### src/fhr_pkg.sv
// package for the fault history and reset block: widths, counts and encodings
// assumes one 100 MHz clock and synchronous active-low reset in every user
package fhr_pkg;
    // ==========================================================
    // history geometry
    localparam int HIST_DEPTH = 10;
    localparam int CODE_W = 8;
    localparam int TIME_W = 32;
    // ==========================================================
    // snapshot geometry: ten quantities of sixteen bits each
    localparam int SNAP_N = 10;
    localparam int SNAP_W = 16;
    // ==========================================================
    // fault code values; only power-cycle-only has special clearing behaviour
    localparam logic [7:0] CODE_NONE = 8'h00;
    localparam logic [7:0] CODE_POWER_CYCLE_ONLY = 8'h0E;
    localparam logic [7:0] CODE_LINE_SWAP = 8'h10;
    // number of multifunction inputs
    localparam int MFI_N = 12;
    // ==========================================================
    // fault latch states
    typedef enum logic [1:0] {
        FHR_IDLE,
        FHR_FAULTED
    } fhr_state_t;
endpackage

### src/fhr_fault_history_reset.sv
// fault latch, history logging, snapshot capture and reset arbitration
// assumes all inputs synchronous to clk; faultEvent is a one-cycle pulse
//
// Notes on behaviour
// - keep codes of ten latest faults
// - store running time with each code
// - snapshot operating quantities on fault
// - slot one newest, slot ten oldest
// - power-cycle-only fault ignores reset key
// - configured terminal clears fault on close-open, except power-cycle-only
// - reset key clears resettable displayed fault
// - comms reset or power loss clears
// - alarm stays until its source clears
`timescale 1ns/1ns
`default_nettype none
module fhr_fault_history_reset
    import fhr_pkg::*;
#(
    parameter int INPUTS = MFI_N
) (
    input wire logic clk,
    input wire logic reset_n,
    // fault source
    input wire logic faultEvent,
    input wire logic [CODE_W-1:0] faultCode,
    input wire logic faultResettable,
    // running time and live quantities
    input wire logic [TIME_W-1:0] runTime,
    input wire logic [SNAP_N*SNAP_W-1:0] liveQuantities,
    // reset sources
    input wire logic [INPUTS-1:0] mfiLevel,
    input wire logic [INPUTS-1:0] mfiIsReset,
    input wire logic resetKey,
    input wire logic commReset,
    input wire logic powerRestore,
    // alarm
    input wire logic alarmSource,
    // history read port
    input wire logic [3:0] histIndex,
    output logic [CODE_W-1:0] histCode,
    output logic [TIME_W-1:0] histTime,
    // status
    output logic faultActive,
    output logic [CODE_W-1:0] currentFault,
    output logic alarmActive,
    output logic [SNAP_N*SNAP_W-1:0] faultSnapshot,
    output logic faultCleared
);
    // ==========================================================
    // elaboration check
    initial begin
        if (INPUTS < 1 || INPUTS > 32) begin
            $error("input count must lie between 1 and 32");
        end
    end

    // ==========================================================
    // reset source detection
    fhr_state_t state; // fault latch state
    logic [INPUTS-1:0] mfiPrev; // previous terminal levels
    logic terminalRelease; // a reset terminal opened after closing
    logic keyPrev; // previous key level
    logic keyPress; // key rising edge
    logic clearReq; // any accepted clear this cycle

    // previous levels for edge detection
    always_ff @(posedge clk) begin
        if (!reset_n) begin
            mfiPrev <= '0;
            keyPrev <= 1'b0;
        end else begin
            mfiPrev <= mfiLevel;
            keyPrev <= resetKey;
        end
    end

    // falling edge means terminal opened after being closed
    assign terminalRelease = |(mfiPrev & ~mfiLevel & mfiIsReset);
    assign keyPress = resetKey & ~keyPrev;

    // the wait is the operator's duty; no timer here
    // key only for resettable, non power-cycle faults
    // comms reset and power restore always clear
    always_comb begin
        clearReq = 1'b0;
        if (state == FHR_FAULTED) begin
            if (powerRestore || commReset) begin
                clearReq = 1'b1;
            end else if (currentFault == CODE_POWER_CYCLE_ONLY) begin
                clearReq = 1'b0;
            end else if (terminalRelease) begin
                clearReq = 1'b1;
            end else if (keyPress && faultResettable) begin
                clearReq = 1'b1;
            end
        end
    end

    // ==========================================================
    // fault latch; a new fault wins over a clear in the same cycle
    always_ff @(posedge clk) begin
        if (!reset_n) begin
            state <= FHR_IDLE;
            currentFault <= CODE_NONE;
        end else begin
            case (state)
                FHR_IDLE: begin
                    if (faultEvent) begin
                        state <= FHR_FAULTED;
                        currentFault <= faultCode;
                    end
                end
                FHR_FAULTED: begin
                    if (faultEvent) begin
                        currentFault <= faultCode;
                    end else if (clearReq) begin
                        state <= FHR_IDLE;
                        currentFault <= CODE_NONE;
                    end
                end
                default: begin
                    state <= FHR_IDLE;
                end
            endcase
        end
    end

    // status outputs, straight from flops
    always_ff @(posedge clk) begin
        if (!reset_n) begin
            faultActive <= 1'b0;
            faultCleared <= 1'b0;
        end else begin
            faultActive <= (state == FHR_FAULTED && !(clearReq && !faultEvent)) || faultEvent;
            faultCleared <= (state == FHR_FAULTED) && clearReq && !faultEvent;
        end
    end

    // alarm follows its source; key has no effect
    always_ff @(posedge clk) begin
        if (!reset_n) begin
            alarmActive <= 1'b0;
        end else begin
            alarmActive <= alarmSource;
        end
    end

    // ==========================================================
    // snapshot taken on every fault
    always_ff @(posedge clk) begin
        if (!reset_n) begin
            faultSnapshot <= '0;
        end else if (faultEvent) begin
            faultSnapshot <= liveQuantities;
        end
    end

    // ==========================================================
    // history store; index 0 is slot one
    fhr_history_mem #(
        .DEPTH(HIST_DEPTH)
    ) uHistory (
        .clk(clk),
        .reset_n(reset_n),
        .push(faultEvent),
        .pushCode(faultCode),
        .pushTime(runTime),
        .readIndex(histIndex),
        .readCode(histCode),
        .readTime(histTime)
    );

    // ==========================================================
    // assertions
    property p_key_power_only;
        @(posedge clk) disable iff (!reset_n)
        (state == FHR_FAULTED && currentFault == CODE_POWER_CYCLE_ONLY && keyPress
         && !commReset && !powerRestore && !terminalRelease) |=> faultActive;
    endproperty
    a_key_power_only: assert property (p_key_power_only) else $error("key cleared power fault");

    property p_terminal_clear;
        @(posedge clk) disable iff (!reset_n)
        (state == FHR_FAULTED && terminalRelease && !faultEvent
         && currentFault != CODE_POWER_CYCLE_ONLY) |=> !faultActive && state == FHR_IDLE;
    endproperty
    a_terminal_clear: assert property (p_terminal_clear) else $error("terminal clear failed");

    property p_key_clear;
        @(posedge clk) disable iff (!reset_n)
        (state == FHR_FAULTED && keyPress && faultResettable && !faultEvent
         && currentFault != CODE_POWER_CYCLE_ONLY) |=> faultCleared;
    endproperty
    a_key_clear: assert property (p_key_clear) else $error("key clear failed");

    property p_comm_clear;
        @(posedge clk) disable iff (!reset_n)
        (state == FHR_FAULTED && (commReset || powerRestore) && !faultEvent)
        |=> faultCleared && state == FHR_IDLE;
    endproperty
    a_comm_clear: assert property (p_comm_clear) else $error("comm clear failed");

    property p_alarm_hold;
        @(posedge clk) disable iff (!reset_n)
        alarmSource |=> alarmActive;
    endproperty
    a_alarm_hold: assert property (p_alarm_hold) else $error("alarm dropped early");

    property p_snapshot;
        @(posedge clk) disable iff (!reset_n)
        faultEvent |=> faultSnapshot == $past(liveQuantities);
    endproperty
    a_snapshot: assert property (p_snapshot) else $error("snapshot missed");

    property p_newest;
        @(posedge clk) disable iff (!reset_n)
        (faultEvent && histIndex == 4'h0) ##1 !faultEvent && histIndex == 4'h0
        |=> histCode == $past(faultCode, 2) && histTime == $past(runTime, 2);
    endproperty
    a_newest: assert property (p_newest) else $error("newest slot wrong");

    property p_shift;
        @(posedge clk) disable iff (!reset_n)
        // registered read: slot two shows the first of two back-to-back faults
        // from the read taken one edge after the second push
        (faultEvent ##1 faultEvent ##1 histIndex == 4'h1)
        |=> histCode == $past(faultCode, 3);
    endproperty
    a_shift: assert property (p_shift) else $error("history did not shift");

    c_fault: cover property (@(posedge clk) disable iff (!reset_n) faultEvent ##1 faultActive);
    c_key: cover property (@(posedge clk) disable iff (!reset_n) faultCleared && keyPrev);
    c_term: cover property (@(posedge clk) disable iff (!reset_n)
        state == FHR_FAULTED && terminalRelease);
endmodule
`default_nettype wire

### src/fhr_history_mem.sv
// history store: ten code/time pairs, newest at index 0, shifted on push
// assumes push is a one-cycle pulse and reads are registered one cycle later
`timescale 1ns/1ns
`default_nettype none
module fhr_history_mem
    import fhr_pkg::*;
#(
    parameter int DEPTH = HIST_DEPTH
) (
    input wire logic clk,
    input wire logic reset_n,
    input wire logic push,
    input wire logic [CODE_W-1:0] pushCode,
    input wire logic [TIME_W-1:0] pushTime,
    input wire logic [3:0] readIndex,
    output logic [CODE_W-1:0] readCode,
    output logic [TIME_W-1:0] readTime
);
    // ==========================================================
    // storage
    initial begin
        if (DEPTH < 1 || DEPTH > 16) begin
            $error("history depth must lie between 1 and 16");
        end
    end
    logic [CODE_W-1:0] codeMem [DEPTH]; // fault codes, 0 = newest
    logic [TIME_W-1:0] timeMem [DEPTH]; // running time paired with each code

    genvar g;
    generate
        for (g = 0; g < DEPTH; g++) begin : gSlot
            always_ff @(posedge clk) begin
                if (!reset_n) begin
                    codeMem[g] <= CODE_NONE;
                    timeMem[g] <= '0;
                end else if (push) begin
                    // oldest slot simply falls off the end
                    codeMem[g] <= (g == 0) ? pushCode : codeMem[(g == 0) ? 0 : g - 1];
                    timeMem[g] <= (g == 0) ? pushTime : timeMem[(g == 0) ? 0 : g - 1];
                end
            end
        end
    endgenerate

    // registered read; out-of-range index reads as empty
    always_ff @(posedge clk) begin
        if (!reset_n) begin
            readCode <= CODE_NONE;
            readTime <= '0;
        end else if (32'(readIndex) < DEPTH) begin
            readCode <= codeMem[readIndex];
            readTime <= timeMem[readIndex];
        end else begin
            readCode <= CODE_NONE;
            readTime <= '0;
        end
    end
endmodule
`default_nettype wire

### config.mk
export PLATFORM = sky130hd
export DESIGN_NAME = fhr_fault_history_reset
export DESIGN_NICKNAME = d
export VERILOG_FILES = /design/src/fhr_pkg.sv /design/src/fhr_fault_history_reset.sv /design/src/fhr_history_mem.sv
export SDC_FILE = /design/constraint.sdc
export NUM_CORES = 1
export LEC_CHECK = 0
export CAP_MARGIN = 40
export CORE_ASPECT_RATIO = 0.75
export CORE_MARGIN = 3
export CORE_UTILIZATION = 55
export DETAILED_ROUTE_END_ITERATION = 7
export DONT_BUFFER_PORTS = 1
export PLACE_DENSITY = 0.7
export SLEW_MARGIN = 15
export SYNTH_ARGS = -nofsm -noshare
export SYNTH_HDL_FRONTEND = slang
export SYNTH_SLANG_ARGS = --single-unit
### constraint.sdc
create_clock -name clk -period 16.6 [get_ports clk]
set_input_delay 4.98 -clock clk [delete_from_list [all_inputs] [get_ports clk]]
set_output_delay 4.98 -clock clk [all_outputs]
set_load 0.05 [all_outputs]
==> summary.md <==
| Metric | Value |
|---|---|
| Reg area | `0.01652 mm²` |
| Worst-path fanout max | `approximately 580` |
| CTS Hold Bufs | `0` |
| Cell chain of the critical path | `nor2b_1, inv_8, buf_16, buf_4, buf_16` |
| Largest net degree at the start of global routing | `roughly 580` |
| CP max-delay cell | `nor2b_1` |
| Clock buffer count from CTS | `59` |
| Worst slew pin tran | `1186 ps` |
| Initial DRC Count | `1463` |
| Reg clk slew, reported paths | `~60 ps` |
| Post-CTS Resized | `0` |
| Port Buffers | `0` |
| CTS Sinks | `625` |
| First-pass iteration count of the detailed router | `5` |
| Worst rel slew slack | `0.2090` |
| Post-layout util | `0.6041` |
| Longest Clk Path Bufs | `3` |
| Syn nets | `2061` |
| First-pass GRT wire length | `85.25 mm` |
| Worst Setup Start Kind | `input pin` |
| Crit Path Category | `input pin to register` |
| Asr flop ratio synth | `0` |
| Post-CTS setup repair buffer count | `0` |
| Synth Register Bits | `between 600 and 700` |
| Register area share after synthesis | `0.6406` |
| Worst hold stages | `2` |
| Rows | `68` |
| Post-route antenna net violation count | `0` |
| Post-Syn Area per Cell | `14.13 µm²` |
| Met1 Track Usage GR | `0.2999` |
| Via count | `14.45k` |
| Synth top area cells | `edfxtp_1 (47%), dfxtp_1 (17%), and3_1 (9.7%)` |
| Fillers | `3491` |
| # DRC | `0` |
| Ys flop type | `edfxtp_1` |
| CP Depth | `5` |
| Peak VDD IR | `0.00009726 V` |
| Num ports | `~450` |
| Core area | `~0.046 mm²` |
| CP endpoint kind | `register` |
| DIE WIDTH | `between 200 and 300 µm` |
| CTS tree | `yes` |
| Worst EP required | `between 15000 and 20000 ps` |
| Initial antenna violation count | `10` |
| Hold WS | `~500 ps` |
| Clock skew | `12.70 ps` |
| Placer Congestion | `0.7914` |
| Worst EP arrival | `7640 ps` |
| Setup violators final | `0` |
| Met2 usage | `0.3339` |
| LEAKAGE | `11.91 nW` |
| Top cell type's share of synthesized area | `0.4659` |
| Die height | `193.5 µm` |
| Worst r2r path cells | `6` |
| Max-cap check violation count | `0` |
| Synth unique cells | `29` |
| Number of flops mapped to enable cells by yosys | `400` |
| Remaining global-route overflow | `0` |
| Drt total wl | `around 56 mm` |
| Worst Path Buf+Inv | `4` |
| Number of global-route vias before repair | `14.22k` |
| Layout cells sized above 1 | `0.1011` |
| Root Driver | `clkbuf_16` |
| Tmin final | `7358 ps` |
| PD cells | `121.8 mW/mm²` |
| Top delay family on crit path | `buffers and inverters` |
| Synth warnings | `0` |
| Drt via density | `~6.0` |
| Area Growth Syn to Fin | `8.246%` |
| Slowest Stage Delay on Critical Path | `600 ps` |
| Initial Util | `0.5580` |
| HP Class | `register to register` |
| Dpl cell area | `around 0.026 mm²` |
| F_max | `0.1359 GHz` |
| M3 GR Usage | `0.07250` |
| Final worst path period share | `0.4433` |
| Top Usage Layer GRT | `met2` |
| Cell Area, Synth | `about 0.026 mm²` |
| Setup_tns | `0 ps` |
| DP Wirelength | `32.43 mm` |
| Clk Latency, worst-skew pair | `600 ps` |
| Design area | `0.02791 mm²` |
| Nets | `1956` |
| Synth area leader | `edfxtp_1` |
| RSZ-0062 raised after global routing | `no` |
| Die area | `0.04954 mm²` |
| Most used cell, CP | `buf_16` |
| Global-route usage over all layers | `0.2174` |
| Status | `complete, no violations` |
| Final Hold Vio Count | `0` |
| Commonest non-fill, non-tap cells in the layout | `and3_1 (400), edfxtp_1 (400), dfxtp_1 (225)` |
| Htree depth | `2` |
| Synth Instances | `approximately 1.8k` |
| Wire length per cell | `23.15 µm` |
| Max Slew Vio Count | `0` |
| Multi-input logic area | `0.008536 mm²` |
-- power by group --
| part | switching (mW) | internal, mW | total [mW] |
|---|---|---|---|
| registers | 0.162 | 1.75 | 1.92 |
| clock network | 0.571 | 0.760 | 1.33 |
| logic | 0.0586 | 0.0948 | 0.153 |
-- registers in the layout, summed over array words and instances (netlist names), 8 cells and up --
signal / flops
currentFault: 8
faultSnapshot: 160
mfiPrev: 12
uHistory.codeMem: 80
uHistory.readCode: 8
uHistory.readTime: 32
uHistory.timeMem: 320
-- path summary, 6_finish.rpt --
kind | slack [ps] | to | startpoint
worst max-delay path | 9240 | uHistory.timeMem[0][15] | reset_n
worst min-delay path | 500 | state[0] | state[0]
worst max register to register | 14720 | faultCleared | currentFault[1]
worst min register to register | 500 | state[0] | state[0]
-- routing by layer --
layer,share of wire,vias to the layer above
li1,-,6651
met1,0.43,7267
met2,0.47,454
met3,0.080,75
met4,0.018,4
met5,0.00038,-
-- synthesized netlist by cell type (2+ instances only) --
library cell  count
clkbuf_1        135
o22ai_1           5
o41ai_1           2
and2_1           15
a211oi_1         80
nor2b_1         202
buf_1             2
clkbuf_4          3
o21bai_1          8
nand2_1          23
mux2i_1         200
buf_6             3
and3_1          400
buf_4             5
buf_2            24
nor3_1            3
dfxtp_1         225
mux4_2           80
edfxtp_1        400
-- final cells by class --
type / count / area share
clock buffer: 92 / 0.06438
sequential: 625 / 0.5918
tap: 630 / 0.02825
multi-input combinational: 1027 / 0.3059
clock inverter: 20 / 0.005066
timing repair buffer: 6 / 0.003497
inverter: 1 / 0.0004035
antenna: 8 / 0.0007174
-- stage by stage --
step / instances / worst slack, ps / total power [mW]
floorplan: 1825 / 2697 / 2.113
global placement: 2286 / 9271 / 2.090
detailed placement: 2287 / 9283 / 2.100
CTS: 2399 / 9944 / 3.434
global route: 2407 / 9855 / 3.522
finish: 2409 / 9242 / 3.400
-- cells by family after synthesis --
group | count (synthesis) | share of synthesized area
AND/OR/NAND/NOR | 647 | 0.1546
flip-flops | 625 | 0.6406
buffers and inverters | 173 | 0.02839
AO/OA/AOI/OAI | 100 | 0.02888
multiplexers | 280 | 0.1475
-- tightest hold or removal path: stages, from the launching register on --
cell and delay, ps:
dfxtp_1 320, nand2_1 80, o41ai_1 60
Power figures use the tool's default switching activity.
